===== config.mk =====
export PLATFORM = sky130hd
export DESIGN_NAME = wdc_top
export DESIGN_NICKNAME = d
export VERILOG_FILES = /design/src/common/wdc_pkg.sv /design/src/common/wdc_ps_if.sv /design/src/core/wdc_postscaler.sv /design/src/core/wdc_top.sv
export SDC_FILE = /design/constraint.sdc
export NUM_CORES = 1
export LEC_CHECK = 0
export ABC_AREA = 0
export BUFFER_PORTS_ARGS = -buffer_cell sky130_fd_sc_hd__buf_4
export CORE_ASPECT_RATIO = 0.8
export CORE_MARGIN = 10
export CORE_UTILIZATION = 50
export CTS_BUF_LIST = sky130_fd_sc_hd__clkbuf_4 sky130_fd_sc_hd__clkbuf_8
export DETAILED_ROUTE_END_ITERATION = 8
export PLACE_DENSITY = 0.76
export SLEW_MARGIN = 20
export SYNTH_ARGS = -nofsm -noshare
export SYNTH_HDL_FRONTEND = slang
export SYNTH_SLANG_ARGS = --single-unit

===== constraint.sdc =====
create_clock -name mclk_i -period 7 [get_ports mclk_i]
set_input_delay 1.05 -clock mclk_i [delete_from_list [all_inputs] [get_ports mclk_i]]
set_output_delay 1.05 -clock mclk_i [all_outputs]
set_load 0.05 [all_outputs]

===== src/common/wdc_pkg.sv =====
// Constants, register map and helper functions for the watchdog configuration decoder.
// Assumes one 100 MHz clock and a configuration word that is stable while the part runs.
package wdc_pkg;

  // ----------------------------------------------------------------
  // Configuration word layout
  // ----------------------------------------------------------------
  localparam int WDC_CFG_W = 32;
  localparam int WDC_WSZ_LSB = 24;
  localparam int WDC_FORCE_BIT = 23;
  localparam int WDC_WDIS_BIT = 22;
  localparam int WDC_PS_LSB = 16;
  localparam int WDC_PS_W = 5;
  localparam logic [4:0] WDC_PS_MAX = 5'h14;
  localparam int WDC_CNT_W = 21;

  // Window start as eighths of the period, per window size code.
  localparam logic [2:0] WDC_K_W25 = 3'h6;
  localparam logic [2:0] WDC_K_W37 = 3'h5;
  localparam logic [2:0] WDC_K_W50 = 3'h4;
  localparam logic [2:0] WDC_K_W75 = 3'h2;

  // ----------------------------------------------------------------
  // Timing
  // ----------------------------------------------------------------
  localparam int WDC_CLK_PERIOD_NS = 10;
  localparam int WDC_TB_PERIOD_NS = 1000;
  localparam int WDC_TB_CYCLES = (WDC_TB_PERIOD_NS + WDC_CLK_PERIOD_NS - 1) / WDC_CLK_PERIOD_NS;
  localparam int WDC_SYNC_CYCLES = 2;

  // ----------------------------------------------------------------
  // Register map and reset values
  // ----------------------------------------------------------------
  localparam int WDC_AW = 8;
  localparam logic [7:0] WDC_A_CTRL = 8'h00;
  localparam logic [7:0] WDC_A_KICK = 8'h04;
  localparam logic [7:0] WDC_A_STAT = 8'h08;
  localparam logic [7:0] WDC_A_CFG = 8'h0c;
  localparam logic [7:0] WDC_A_CNT = 8'h10;
  localparam logic [7:0] WDC_A_IST = 8'h14;
  localparam logic [7:0] WDC_A_IEN = 8'h18;
  localparam logic [7:0] WDC_A_ICLR = 8'h1c;
  localparam int WDC_IRQ_N = 2;
  localparam int WDC_IRQ_TMO = 0;
  localparam int WDC_IRQ_EARLY = 1;
  localparam logic WDC_SWEN_RST = 1'b0;
  localparam logic [1:0] WDC_IEN_RST = 2'h0;
  localparam logic [31:0] WDC_CFG_RST = 32'hffff_ffff;

  typedef enum logic [1:0] {WDC_LOAD, WDC_IDLE, WDC_RUN} wdc_state_type;

  // Codes above the top encoding act as the top encoding.
  function automatic logic [4:0] wdc_ps_sat(input logic [4:0] ps);
    return (ps > WDC_PS_MAX) ? WDC_PS_MAX : ps;
  endfunction : wdc_ps_sat

  // Count value at which the clearing window opens.
  function automatic logic [20:0] wdc_open_at(input logic [4:0] ps, input logic [1:0] wsz);
    logic [2:0] k;
    logic [26:0] prod;
    case (wsz)
      2'h3: k = WDC_K_W25;
      2'h2: k = WDC_K_W37;
      2'h1: k = WDC_K_W50;
      default: k = WDC_K_W75;
    endcase
    prod = (27'h1 << ps) * {24'h0, k};
    return prod[23:3];
  endfunction : wdc_open_at

endpackage : wdc_pkg


===== src/common/wdc_ps_if.sv =====
// Link between the watchdog control logic and its postscale counter.
// Assumes both ends run on the same clock.
`timescale 1ns/1ps
interface wdc_ps_if;
  logic tick;
  logic restart;
  logic [4:0] ps_sel;
  logic [20:0] count;
  logic expired;
  modport ctl (output tick, output restart, output ps_sel, input count, input expired);
  modport cnt (input tick, input restart, input ps_sel, output count, output expired);
endinterface : wdc_ps_if


===== src/core/wdc_postscaler.sv =====
// Postscale counter: counts time base ticks and flags the end of each period.
// Assumes restart is raised whenever the watchdog is stopped or cleared.
`timescale 1ns/1ps
module wdc_postscaler
  import wdc_pkg::*;
(
  input wire logic mclk_i,
  input wire logic rst_n_i,
  wdc_ps_if.cnt ps
);

  logic [20:0] count_ff;
  logic [20:0] nxt_count;
  wire logic [20:0] last_cnt;
  wire logic at_end;

  // ----------------------------------------------------------------
  // Period end decode
  // ----------------------------------------------------------------
  // A period is two to the selected code ticks long.
  assign last_cnt = WDC_CNT_W'((22'h1 << ps.ps_sel) - 22'h1);
  assign at_end = (count_ff >= last_cnt);
  assign ps.expired = ps.tick && !ps.restart && at_end;
  assign ps.count = count_ff;
  assign nxt_count = ps.restart ? '0 : (ps.tick ? (at_end ? '0 : count_ff + 21'h1) : count_ff);

  // Counter register.
  always_ff @(posedge mclk_i or negedge rst_n_i) begin
    if (!rst_n_i) begin
      count_ff <= '0;
    end else begin
      count_ff <= nxt_count;
    end
  end
endmodule : wdc_postscaler


===== src/core/wdc_top.sv =====
// Watchdog built from the device configuration word, with a small register port.
// Assumes the configuration word is static and comes from outside the clock domain.
`timescale 1ns/1ps
module wdc_top
  import wdc_pkg::*;
#(
  parameter int TB_CYCLES = WDC_TB_CYCLES
) (
  input wire logic mclk_i,
  input wire logic rst_n_i,
  input wire logic [31:0] cfg_word_i,
  input wire logic [7:0] addr_i,
  input wire logic [31:0] wdata_i,
  input wire logic wr_i,
  input wire logic rd_i,
  output logic [31:0] rdata_o,
  output logic irq_o,
  output logic timeout_o,
  output logic running_o
);

  wdc_ps_if ps_link ();

  logic [31:0] cfg_s1_ff;
  logic [31:0] cfg_s2_ff;
  logic [31:0] cfg_ff;
  logic [1:0] ld_cnt_ff;
  wdc_state_type state_ff;
  wdc_state_type nxt_state;
  logic sw_en_ff;
  logic [15:0] tb_cnt_ff;
  logic [1:0] ist_ff;
  logic [1:0] ien_ff;
  logic [31:0] nxt_rdata;

  // ----------------------------------------------------------------
  // Configuration field decode
  // ----------------------------------------------------------------
  // Reserved bits are carried but never interpreted; their values are the programmer's concern.
  wire logic [1:0] wsz = cfg_ff[WDC_WSZ_LSB +: 2];
  wire logic forced = cfg_ff[WDC_FORCE_BIT];
  wire logic wdis = cfg_ff[WDC_WDIS_BIT];
  wire logic [4:0] ps_raw = cfg_ff[WDC_PS_LSB +: WDC_PS_W];
  wire logic [4:0] ps_eff = wdc_ps_sat(ps_raw);
  wire logic [20:0] open_at = wdc_open_at(ps_eff, wsz);
  wire logic ld_done = (ld_cnt_ff == 2'(WDC_SYNC_CYCLES));

  // ----------------------------------------------------------------
  // Register port decode
  // ----------------------------------------------------------------
  wire logic running = (state_ff == WDC_RUN);
  wire logic wr_ctrl = wr_i && (addr_i == WDC_A_CTRL);
  wire logic kick = wr_i && (addr_i == WDC_A_KICK) && wdata_i[0] && running;
  wire logic wr_ien = wr_i && (addr_i == WDC_A_IEN);
  wire logic [1:0] iclr = (wr_i && (addr_i == WDC_A_ICLR)) ? wdata_i[1:0] : 2'h0;

  // ----------------------------------------------------------------
  // Window and fault decode
  // ----------------------------------------------------------------
  // The window is always open in non-window operation.
  wire logic win_reached = (ps_link.count >= open_at);
  wire logic win_open = wdis || win_reached;
  wire logic early = kick && !win_open;
  wire logic tmo_ev = ps_link.expired || early;
  wire logic [1:0] ev_set = {early, ps_link.expired};
  wire logic [1:0] nxt_ist = (ist_ff & ~iclr) | ev_set;

  // Postscaler hookup: a clear, early or not, restarts the count.
  assign ps_link.tick = running && (tb_cnt_ff == 16'(TB_CYCLES - 1));
  assign ps_link.restart = !running || kick;
  assign ps_link.ps_sel = ps_eff;

  wdc_postscaler u_ps (
    .mclk_i(mclk_i),
    .rst_n_i(rst_n_i),
    .ps(ps_link)
  );

  // ----------------------------------------------------------------
  // Run state
  // ----------------------------------------------------------------
  // The forced bit overrides the software enable in every state.
  always_comb begin
    nxt_state = state_ff;
    case (state_ff)
      WDC_LOAD: begin
        if (ld_done) begin
          nxt_state = (cfg_s2_ff[WDC_FORCE_BIT] || sw_en_ff) ? WDC_RUN : WDC_IDLE;
        end
      end
      WDC_IDLE: begin
        if (forced || sw_en_ff) begin
          nxt_state = WDC_RUN;
        end
      end
      WDC_RUN: begin
        if (!forced && !sw_en_ff) begin
          nxt_state = WDC_IDLE;
        end
      end
      default: nxt_state = WDC_LOAD;
    endcase
  end

  // Read data selection; unmapped and write-only offsets read as zero.
  always_comb begin
    case (addr_i)
      WDC_A_CTRL: nxt_rdata = {31'h0, sw_en_ff};
      WDC_A_STAT: nxt_rdata = {21'h0, ps_eff, wsz, wdis, forced, win_open, running};
      WDC_A_CFG: nxt_rdata = cfg_ff;
      WDC_A_CNT: nxt_rdata = {11'h0, ps_link.count};
      WDC_A_IST: nxt_rdata = {30'h0, ist_ff};
      WDC_A_IEN: nxt_rdata = {30'h0, ien_ff};
      default: nxt_rdata = 32'h0;
    endcase
  end

  // Configuration capture: two-stage synchroniser, then reloaded every cycle while in the load state.
  always_ff @(posedge mclk_i or negedge rst_n_i) begin
    if (!rst_n_i) begin
      cfg_s1_ff <= WDC_CFG_RST;
      cfg_s2_ff <= WDC_CFG_RST;
      cfg_ff <= WDC_CFG_RST;
      ld_cnt_ff <= 2'h0;
    end else begin
      cfg_s1_ff <= cfg_word_i;
      cfg_s2_ff <= cfg_s1_ff;
      ld_cnt_ff <= ld_done ? ld_cnt_ff : ld_cnt_ff + 2'h1;
      cfg_ff <= (state_ff == WDC_LOAD) ? cfg_s2_ff : cfg_ff;
    end
  end

  // State, control and interrupt registers.
  always_ff @(posedge mclk_i or negedge rst_n_i) begin
    if (!rst_n_i) begin
      state_ff <= WDC_LOAD;
      sw_en_ff <= WDC_SWEN_RST;
      ien_ff <= WDC_IEN_RST;
      ist_ff <= 2'h0;
    end else begin
      state_ff <= nxt_state;
      sw_en_ff <= wr_ctrl ? wdata_i[0] : sw_en_ff;
      ien_ff <= wr_ien ? wdata_i[1:0] : ien_ff;
      ist_ff <= nxt_ist;
    end
  end

  // Time base divider and registered outputs.
  always_ff @(posedge mclk_i or negedge rst_n_i) begin
    if (!rst_n_i) begin
      tb_cnt_ff <= 16'h0;
      rdata_o <= 32'h0;
      irq_o <= 1'b0;
      timeout_o <= 1'b0;
      running_o <= 1'b0;
    end else begin
      tb_cnt_ff <= (!running || ps_link.tick) ? 16'h0 : tb_cnt_ff + 16'h1;
      rdata_o <= rd_i ? nxt_rdata : 32'h0;
      irq_o <= |(nxt_ist & ien_ff);
      timeout_o <= tmo_ev;
      running_o <= (nxt_state == WDC_RUN);
    end
  end
endmodule : wdc_top


==> impl_metrics.tcl, run 1 <==
set metrics [dict create \
    cts_tree "built" \
    synthArstFlopShare_pct 100 \
    post-route-worst-setup-slack_ns 0.566 \
    dp_hpwl_um 16900 \
    drc 0 \
    synth.largest_area_cell "dfstp_2" \
    grt_usage_pct 18.3 \
    synth_area_per_cell_um2 10.3 \
    synth_seq_cells 177 \
    cp_top_family "compound AO/OA/AOI/OAI gates" \
    vias 7612 \
    seq_area_frac_synth_pct 46.0 \
    drtAntennaViolNets 0 \
    ios 111 \
    cp_num_buf_inv 2 \
    fmax_ghz 0.155 \
    grt_pass1_wl_um 39000 \
    place_inst 1270 \
    grt_pass1_vias 7534 \
    ys.flop_type "dfstp_2" \
    cts_buffers 17 \
    final_max_slew_viol_count 0 \
    cp_slowest_cell "dfstp_2" \
    firstDrtPassIters 5 \
    cts_sinks 177 \
    syn-cell-area_um2 9880 \
    gp_congestion 0.884 \
    overflow 0 \
    cp_slowest_stage_delay_ns 0.88 \
    avgViaCountPerCell 5.85 \
    dieArea_um2 25800 \
    crit_path_start_kind "flip-flop" \
    areaGrowthSynthToFinish_pct 12.6 \
    die_w_um 177 \
    hold_ws_ns 0.351 \
    drt_iter0_drc 679 \
    cp_max_fo 27 \
    grt_setup_unrepaired "no" \
    stdcell_count 1302 \
    drt-total-wl_um 23500 \
    crit_type "reg -> reg" \
    worst_pin_slew_ns 1.03 \
    cts_setup_buffers 0 \
    netlist.area_leader.share_pct 25.5 \
    clockBufferDepth 2 \
    peakVddDrop_uv 157 \
    status "finished clean" \
    synth_edf_count 0 \
    pre_cts_ws_ns 0.719 \
    clk_latency_ns 0.46 \
    synth_cells 964 \
    drv_cap 0 \
    crit_chain "nor3b_1, nand2_1, or2_2, fa_1, inv_1, ha_1, a211o_1, nand2_1, a221oi_1, a221o_1, a21bo_2, a31oi_1, xor2_1, ha_1, nand4_1, or3_1, nor3_1, o31a_1, a2bb2oi_1, buf_4, o21ai_0, a22o_1" \
    antenna_found_initial 0 \
    setup_violations 0 \
    min_path_type "reg -> reg" \
    powerDensity_nw_per_um2 302 \
    wl_per_cell_um 18.0 \
    setup.worst_path.end_class "flip-flop" \
    period_share_pct 91.9 \
    finalSetupTns_ns 0 \
    skew_ns 0.0276 \
    ys_warn_count 0 \
    clk_pin_slew_ns 0.12 \
    synthTopCellsByArea "dfstp_2, dfrtp_1, ha_1" \
    antenna_cells 0 \
    htreeDepth 4 \
    arrival_ns 6.77 \
    die_h_um 146 \
    leakagePower_nw 5.12 \
    start_util_pct 51.5 \
    holdBufCountCts 0 \
    port_buffers 80 \
    cts_resized 0 \
    hold_viol 0 \
    root_buffer "clkbuf_8" \
    slew_headroom_pct 31.3 \
    core_region_area_um2 19200 \
    grt_max_degree 96 \
    rows 45 \
    layout.nets 1197 \
    period_needed_ns 6.43 \
    crit_required_ns 7.33 \
    synthDistinctLibCells 71 \
    drive_gt1_share_pct 26.1 \
]
flip-flops by register name, summed over array words and instances (netlist names):
name / flops
cfg_ff: 32
cfg_s1_ff: 32
cfg_s2_ff: 32
ien_ff: 2
irq_o: 1
ist_ff: 2
ld_cnt_ff: 2
rdata_o: 32
running_o: 1
state_ff: 2
sw_en_ff: 1
tb_cnt_ff: 16
timeout_o: 1
u_ps.ps.count: 21
through the flow:
stage | instance area [µm²] | util (%) | power, mW
global route | 11100 | 57.9 | 3.58
finish | 11100 | 57.9 | 3.36
detailed placement | 10700 | 55.8 | 2.63
CTS | 11100 | 57.9 | 3.35
global placement | 10700 | 55.8 | 2.58
floorplan | 9890 | - | 2.25
cell families after synthesis:
family / share of synthesized area, %
simple gates: 17.2
compound gates: 13.6
flops: 46.0
fa+ha+maj: 13.1
buf+inv: 3.53
mux: 3.75
xor+xnor: 2.84
other cells: 0.0379
cell type report:
type | count | area (µm²)
clock inverter | 14 | 161
timing repair buffer | 89 | 672
fill | 1607 | 8080
sequential | 177 | 4550
clock buffer | 18 | 241
inverter | 41 | 154
multi-input combinational | 705 | 5020
tap | 258 | 323
where the power goes:
| part | leakage (nW) | internal [mW] | switching [mW] |
|---|---|---|---|
| combinational | 2.79 | 0.483 | 0.739 |
| clock | 0.201 | 0.278 | 0.437 |
| sequential | 2.13 | 1.24 | 0.186 |
path summary, 6_finish.rpt:
check,slack [ns],endpoint,cells after the start,from
min,0.35,cfg_s2_ff[16],0,cfg_s1_ff[16]
max reg2reg,0.57,irq_o,22,cfg_ff[17]
max in group asynchronous,4.85,u_ps.ps.count[20],2,rst_n_i
max,0.57,irq_o,22,cfg_ff[17]
min reg2reg,0.35,cfg_s2_ff[16],0,cfg_s1_ff[16]
min in group asynchronous,0.64,tb_cnt_ff[4],1,rst_n_i
layer usage:
layer | wire length [µm] | GRT usage (%) | vias to the layer above | share of wire (%)
li1 | - | - | 3567 | -
met1 | 10800 | 25.9 | 3746 | 46
met2 | 10800 | 28.0 | 264 | 46
met3 | 1560 | 4.01 | 35 | 6.6
met4 | 292 | 4.07 | 0 | 1.2
met5 | 0 | 0 | - | 0
synth_stat cells, drive strengths merged, types with 4 or more instances:
library cell and number:
buf 8, mux2 32, nor3 14, nand3 28
xor2 19, nor4 6, a222oi 6, a21oi 57
nand2 84, or2 14, a22oi 15, a31oi 19
nor2 90, a41oi 5, a21o 14, a32oi 4
or3 22, fa 22, nand2b 11, inv 40
clkbuf 36, nand4 13, and3 34, dfrtp 81
xnor2 13, ha 68, nor2b 12, o21a 11
dfstp 96, o21ai 34
cells in the final DEF (no fill, tap or decap), drive strengths merged, types with 14 or more instances in the layout:
| master | Yosys | final |
|---|---|---|
| dfstp | 96 | 96 |
| or2 | 14 | 14 |
| a22oi | 15 | 15 |
| nor2 | 90 | 90 |
| a31oi | 19 | 19 |
| or3 | 22 | 22 |
| fa | 22 | 22 |
| dfrtp | 81 | 81 |
| xor2 | 19 | 19 |
| and3 | 34 | 34 |
| mux2 | 32 | 32 |
| clkbuf | 36 | 18 |
| buf | 8 | 89 |
| inv | 40 | 49 |
| o21ai | 34 | 34 |
| a21o | 14 | 14 |
| ha | 68 | 68 |
| nand3 | 28 | 28 |
| nand2 | 84 | 84 |
| nor3 | 14 | 14 |
| a21oi | 57 | 57 |
Note: power is estimated with default switching activity, not from simulation.
==> run 2, diff against run 1 <==
Settings changed: CELL_PAD_IN_SITES_DETAIL_PLACEMENT set to 0, CELL_PAD_IN_SITES_GLOBAL_PLACEMENT set to 2, CORE_UTILIZATION 50 to 36, PLACE_DENSITY 0.76 to 0.85, SYNTH_HIERARCHICAL set to 1.
Clock period 7 ns to 5.5 ns, I/O delays scaled along.
==> run 2 against run 1 <==
Against the previous run:
- register-to-register slack lost 0.22 ns
- sequential share of layout area shrank 2.1 points
- utilization shrank 16 points
- design area grew 5.4%
- largest power group is now combinational logic
==> impl_metrics.tcl, run 2 <==
set metrics [dict create \
    cts_tree "built" \
    r2r_start "cfg_ff[18]" \
    antenna_found_initial 0 \
    period_share_pct 93.7 \
    place_area_um2 11300 \
    hold_depth 0 \
    drt_iter0_drc 485 \
    cp_max_fo 8 \
    seq_power_share_pct 38.3 \
    switchingPower_mw 1.81 \
    htreeDepth 4 \
    synth_seq_cells 177 \
    worst_pin_slew_ns 1.07 \
    finalSetupTns_ns 0 \
    gp_congestion 0.844 \
    seq_area_frac_synth_pct 44.5 \
    min_path_type "reg -> reg" \
    final_max_slew_viol_count 0 \
    setup.worst_path.end_class "flip-flop" \
    grt_pass1_vias 7573 \
    root_buffer "clkbuf_8" \
    leakagePower_nw 5.25 \
    crit_required_ns 5.88 \
    grt_setup_unrepaired "no" \
    skew_ns 0.0200 \
    final_common_cell "buf_4" \
    layout.nets 1245 \
    dp_hpwl_um 18700 \
    core_region_area_um2 28100 \
    clockBufferDepth 2 \
    crit_path_start_kind "flip-flop" \
    period_needed_ns 5.15 \
    synthDistinctLibCells 74 \
    fmax_ghz 0.194 \
    port_buffers 80 \
    grt_max_degree 121 \
    design_area_um2 11700 \
    dieArea_um2 35600 \
    synth_cells 995 \
    r2r_end "rdata_o[1]" \
    cts_resized 0 \
    clockPowerShare_pct 21.0 \
    cts_buffers 17 \
    crit_type "reg -> reg" \
    ys.flop_type "dfstp_2" \
    drive_gt1_share_pct 27.2 \
    clk_latency_ns 0.49 \
    grt_usage_pct 14.5 \
    cts_setup_buffers 0 \
    cts_sinks 177 \
    ios 111 \
    rows 55 \
    synth_edf_count 0 \
    swShare_pct 40.0 \
    min_to "cfg_s2_ff[20]" \
    synth.largest_area_cell "dfstp_2" \
    ys_warn_count 6 \
    status "finished clean" \
    yosys-top-cells-count "dfstp_2, nor2_1, dfrtp_1" \
    synth_area_per_cell_um2 10.3 \
    drt-total-wl_um 25400 \
    die_h_um 171 \
    yosysMostFrequentCell "dfstp_2" \
    layout_common_cells "buf_4, dfstp_2, nor2_1" \
    combPwrFrac_pct 40.7 \
    netlist.area_leader.share_pct 24.7 \
    holdCritStartpoint "cfg_s1_ff[20]" \
    reg2reg_depth 20 \
    synthArstFlopShare_pct 100 \
    avgViaCountPerCell 5.23 \
    drc 0 \
    hold_viol 0 \
    die_w_um 208 \
    grt_pass1_wl_um 41600 \
    clk_pin_slew_ns 0.11 \
    firstDrtPassIters 5 \
    areaGrowthSynthToFinish_pct 14.6 \
    start_util_pct 36.3 \
    peakVddDrop_uv 215 \
    holdBufCountCts 0 \
    drtAntennaViolNets 0 \
    synthTopCellsByArea "dfstp_2, dfrtp_1, ha_1" \
    p_int_mw 2.71 \
    wl_per_cell_um 17.4 \
    vias 7640 \
    syn-cell-area_um2 10200 \
    antenna_cells 0 \
    overflow 0 \
    setup_violations 0 \
    drv_cap 0 \
    arrival_ns 5.54 \
    slew_headroom_pct 28.7 \
    r2r_setup_slack_ns 0.35 \
    powerDensity_nw_per_um2 386 \
]
[run 2: changes by cell type after synthesis, sizes merged, moves of 6 or more]
cell	change
nor4b	+9
a31oi	-10
o31ai	+9
a21oi	-21
a222oi	-6
nand2b	+9
nand2	-9
and3	-19
nor3	+20
nor2	+6
and2	+18
or3	-9
a22o	+9
[run 2: worst max-delay path: stages (launching register included)]
cell and delay [ns]:
dfstp_2 0.57, buf_4 0.16, nor2b_1 0.17, nand2_1 0.12
or2_2 0.31, fa_1 0.51, inv_1 0.04, ha_1 0.32
o21ai_0 0.11, o21ai_0 0.47, a41oi_1 0.24, o31ai_1 0.46
nand4_1 0.15, o311a_1 0.14, ha_1 0.18, a211o_1 0.22
a21oi_1 0.19, and4b_1 0.23, a21oi_1 0.07, buf_4 0.16
o21ba_2 0.20
[run 2: logic make-up after synthesis]
group                    count (synthesis)  share of synthesized area (%)
AND/OR/NAND/NOR                        382                           19.5
AO/OA/AOI/OAI                          192                           12.9
flip-flops                             177                           44.5
adder cells (fa/ha/maj)                 90                           12.6
buffers and inverters                   85                           3.84
multiplexers                            36                           3.95
XOR/XNOR                                32                           2.74
other                                    1                         0.0367
[run 2: metrics by stage]
stage	power, mW	utilization (%)	instances	setup slack, ns	hold slack (ns)
after floorplan	3.02	-	998	0.522	0.345
after global placement	3.57	40.1	1430	0.283	0.345
after detailed placement	3.59	40.1	1430	0.256	0.347
after CTS	4.57	41.6	1462	0.227	0.345
after global routing	4.87	41.6	1462	0.00354	0.345
final	4.52	41.6	1462	0.346	0.347
[run 2: per-layer routing]
metal	part of all wire [%]	global-route usage, %	vias to the layer above
met5	0	0	-
met4	1.1	3.18	0
met3	4.4	3.44	18
met2	44	21.5	156
met1	51	20.8	3750
li1	-	-	3716
[run 2: worst max path at each step]
| stage | cells past startpoint | end | slack [ns] | start |
|---|---|---|---|---|
| floorplan | 19 | rdata_o[1] | 0.52 | cfg_ff[19] |
| global placement | 18 | irq_o | 0.28 | cfg_ff[24] |
| detailed placement | 18 | ist_ff[1] | 0.26 | cfg_ff[24] |
| CTS | 18 | ist_ff[1] | 0.23 | cfg_ff[24] |
| global route | 19 | ist_ff[1] | 0.004 | cfg_ff[19] |
| finish | 20 | rdata_o[1] | 0.35 | cfg_ff[18] |
[run 2: power by group through the flow]
stage / clock network, mW / logic (mW) / registers [mW]
2_1_floorplan: 0 / 1.34 / 1.68
3_3_place_gp: 0 / 1.82 / 1.75
3_5_place_dp: 0 / 1.84 / 1.75
4_1_cts: 0.998 / 1.84 / 1.73
6_report: 0.950 / 1.84 / 1.73
5_1_grt: 1.04 / 2.07 / 1.76
[run 2: area by class of cell]
type	instances	area, µm²
inverter	40	150
sequential	177	4550
clock inverter	15	186
clock buffer	17	234
timing repair buffer	107	810
fill	2735	16400
tap	370	463
multi-input combinational	736	5330
==> run 3, diff against run 2 <==
Settings changed: ABC_AREA 0 to 1, CORE_UTILIZATION 36 to 33, CTS_CLUSTER_SIZE set to 20, PLACE_DENSITY 0.85 to 0.84.
==> run 3 against run 2 <==
Against the previous run:
- clock-buffer cell count is 1 higher
- design area up 7.0%
- global-route usage increased by 0.22 points
- cell count rose by 29%
- utilization decreased by 3.2 points
- via count rose by 15%
- worst hold slack better by 0.0099 ns
==> impl_metrics.tcl, run 3 <==
set metrics [dict create \
    ys_warn_count 6 \
    wl_per_cell_um 15.7 \
    grt_usage_pct 14.7 \
    skew_ns 0.0146 \
    drtAntennaViolNets 0 \
    htreeDepth 4 \
    synth_seq_cells 177 \
    core_region_area_um2 32600 \
    final_util_pct 38.4 \
    seq_area_frac_synth_pct 41.6 \
    finalSetupTns_ns 0 \
    drive_gt1_share_pct 20.6 \
    synth_area_per_cell_um2 8.13 \
    antenna_found_initial 0 \
    die_h_um 183 \
    ios 111 \
    grt_setup_unrepaired "no" \
    worst_path_most_repeated_cell "nand2_1" \
    dp_hpwl_um 23000 \
    dieArea_um2 40900 \
    port_buffers 80 \
    drv_cap 0 \
    drt-total-wl_um 29600 \
    netlist.area_leader.share_pct 23.0 \
    layout_common_cells "nand2_1, nor2_1, inv_1" \
    avgViaCountPerCell 4.67 \
    cp_top_family "simple AND/OR/NAND/NOR gates" \
    vias 8779 \
    yosysMostFrequentCell "nand2_1" \
    grt_pass1_wl_um 48300 \
    final_max_slew_viol_count 0 \
    clk_pin_slew_ns 0.10 \
    powerDensity_nw_per_um2 384 \
    groute.layer.met1.usage_pct 21.0 \
    fmax_ghz 0.204 \
    n_fill_cell 3339 \
    clk_latency_ns 0.47 \
    grt_pass1_vias 8800 \
    yosys-top-cells-count "nand2_1, nor2_1, inv_1" \
    rows 59 \
    synthArstFlopShare_pct 100 \
    cts_buffers 17 \
    ys.flop_type "dfstp_2" \
    cp_num_buf_inv 3 \
    layout.nets 1607 \
    overflow 0 \
    cp_max_fo 6 \
    setup_violations 0 \
    drt_iter0_drc 594 \
    leakagePower_nw 5.94 \
    holdBufCountCts 0 \
    syn-cell-area_um2 10900 \
    peakVddDrop_uv 181 \
    antenna_cells 0 \
    final_common_cell "nand2_1" \
    synth.largest_area_cell "dfstp_2" \
    grt_use_met2_pct 22.7 \
    crit_required_ns 5.91 \
    start_util_pct 33.5 \
    clockBufferDepth 2 \
    crit_path_start_kind "flip-flop" \
    status "finished clean" \
    r2r_setup_slack_ns 0.60 \
    hold_viol 0 \
    cp_slowest_stage_delay_ns 0.61 \
    drc 0 \
    root_buffer "clkbuf_8" \
    firstDrtPassIters 5 \
    die_w_um 224 \
    top_usage_layer "met2" \
    place_area_um2 12100 \
    areaGrowthSynthToFinish_pct 14.5 \
    gp_congestion 0.847 \
    min_path_type "reg -> reg" \
    worst_pin_slew_ns 1.09 \
    synthTopCellsByArea "dfstp_2, dfrtp_1, nand2_1" \
    setup.worst_path.end_class "flip-flop" \
    synth_edf_count 0 \
    cp_slowest_cell "dfstp_2" \
    cts_tree "built" \
    period_share_pct 89.1 \
    crit_type "reg -> reg" \
    slew_headroom_pct 27.3 \
    design_area_um2 12500 \
    arrival_ns 5.31 \
    synthDistinctLibCells 51 \
    cts_sinks 177 \
    synth_cells 1347 \
    use_met3_pct 2.94 \
    grt_max_degree 99 \
    period_needed_ns 4.90 \
]
## run 3: changes by cell type in the layout (fill, tap and decap cells not counted), moves of 13 or more
| cell | change |
|---|---|
| and2_1 | -21 |
| and3_1 | -15 |
| inv_1 | +131 |
| mux2_2 | -35 |
| nand2_1 | +235 |
| nand2b_1 | -20 |
| nand3_1 | +51 |
| nor2_1 | +93 |
| nor2_2 | +13 |
| o21ai_0 | +21 |
| o21bai_1 | +21 |
| or3_1 | -13 |
## run 3: worst paths after layout
| check | cells past startpoint | to | from |
|---|---|---|---|
| worst min register to register | 0 | cfg_s2_ff[10] | cfg_s1_ff[10] |
| max in group asynchronous | 2 | cfg_s2_ff[9] | rst_n_i |
| min in group asynchronous | 1 | tb_cnt_ff[8] | rst_n_i |
| worst min-delay path | 0 | cfg_s2_ff[10] | cfg_s1_ff[10] |
| worst max-delay path | 28 | irq_o | cfg_ff[18] |
| worst max register to register | 28 | irq_o | cfg_ff[18] |
## run 3: repair_timing
item	CTS	global route
gates resized for setup	0	2
setup endpoints to repair	0	4
buffers inserted	0	2
## run 3: cell type report
class                      count  area [µm²]  share of cell area, %
clock inverter                14         170                   1.36
inverter                     184         697                   5.56
timing repair buffer          98         739                   5.90
sequential                   177        4550                   36.3
tap                          427         534                   4.26
clock buffer                  18         241                   1.93
multi-input combinational    963        5600                   44.7
## run 3: metal layers
metal / up-vias / wire [µm]
met1: 4101 / 15200
met5: - / 0
li1: 4505 / -
met3: 13 / 1260
met4: 0 / 186
met2: 160 / 13000
## run 3: per-stage QoR
step           instances  hold slack, ns  setup WS, ns  total power, mW
3_5_place_dp        1847           0.347         0.360             3.89
2_1_floorplan       1350           0.345          1.30             3.28
5_1_grt             1881           0.363        0.0326             5.26
6_report            1881           0.357         0.601             4.81
4_1_cts             1879           0.360         0.315             4.83
3_3_place_gp        1847           0.345         0.342             3.89
## run 3: power by group
part | switching [mW] | total (mW) | internal [mW]
logic | 1.52 | 2.25 | 0.725
registers | 0.0786 | 1.64 | 1.56
clock network | 0.534 | 0.924 | 0.389
## run 3: worst register-to-register path, delay by kind of cell (launching register included)
family,cells,cell delay [ns]
DFF,1,0.61
AOI/OAI and AO/OA,5,0.99
and+or+nand+nor,16,1.70
buffers and inverters,3,0.25
xor gates and xnor gates,1,0.16
adders and majority gates,3,1.13
## run 3: cells by family (layout without fill, tap and decap cells)
family / Yosys count / after routing / share of synthesized area [%]
xor+xnor: 31 / 31 / 2.48
buf+inv: 210 / 314 / 7.52
simple gates: 669 / 669 / 27.0
flops: 177 / 177 / 41.6
compound gates: 169 / 169 / 9.65
fa+ha+maj: 90 / 90 / 11.8
other cells: 1 / 4 / 0.0343
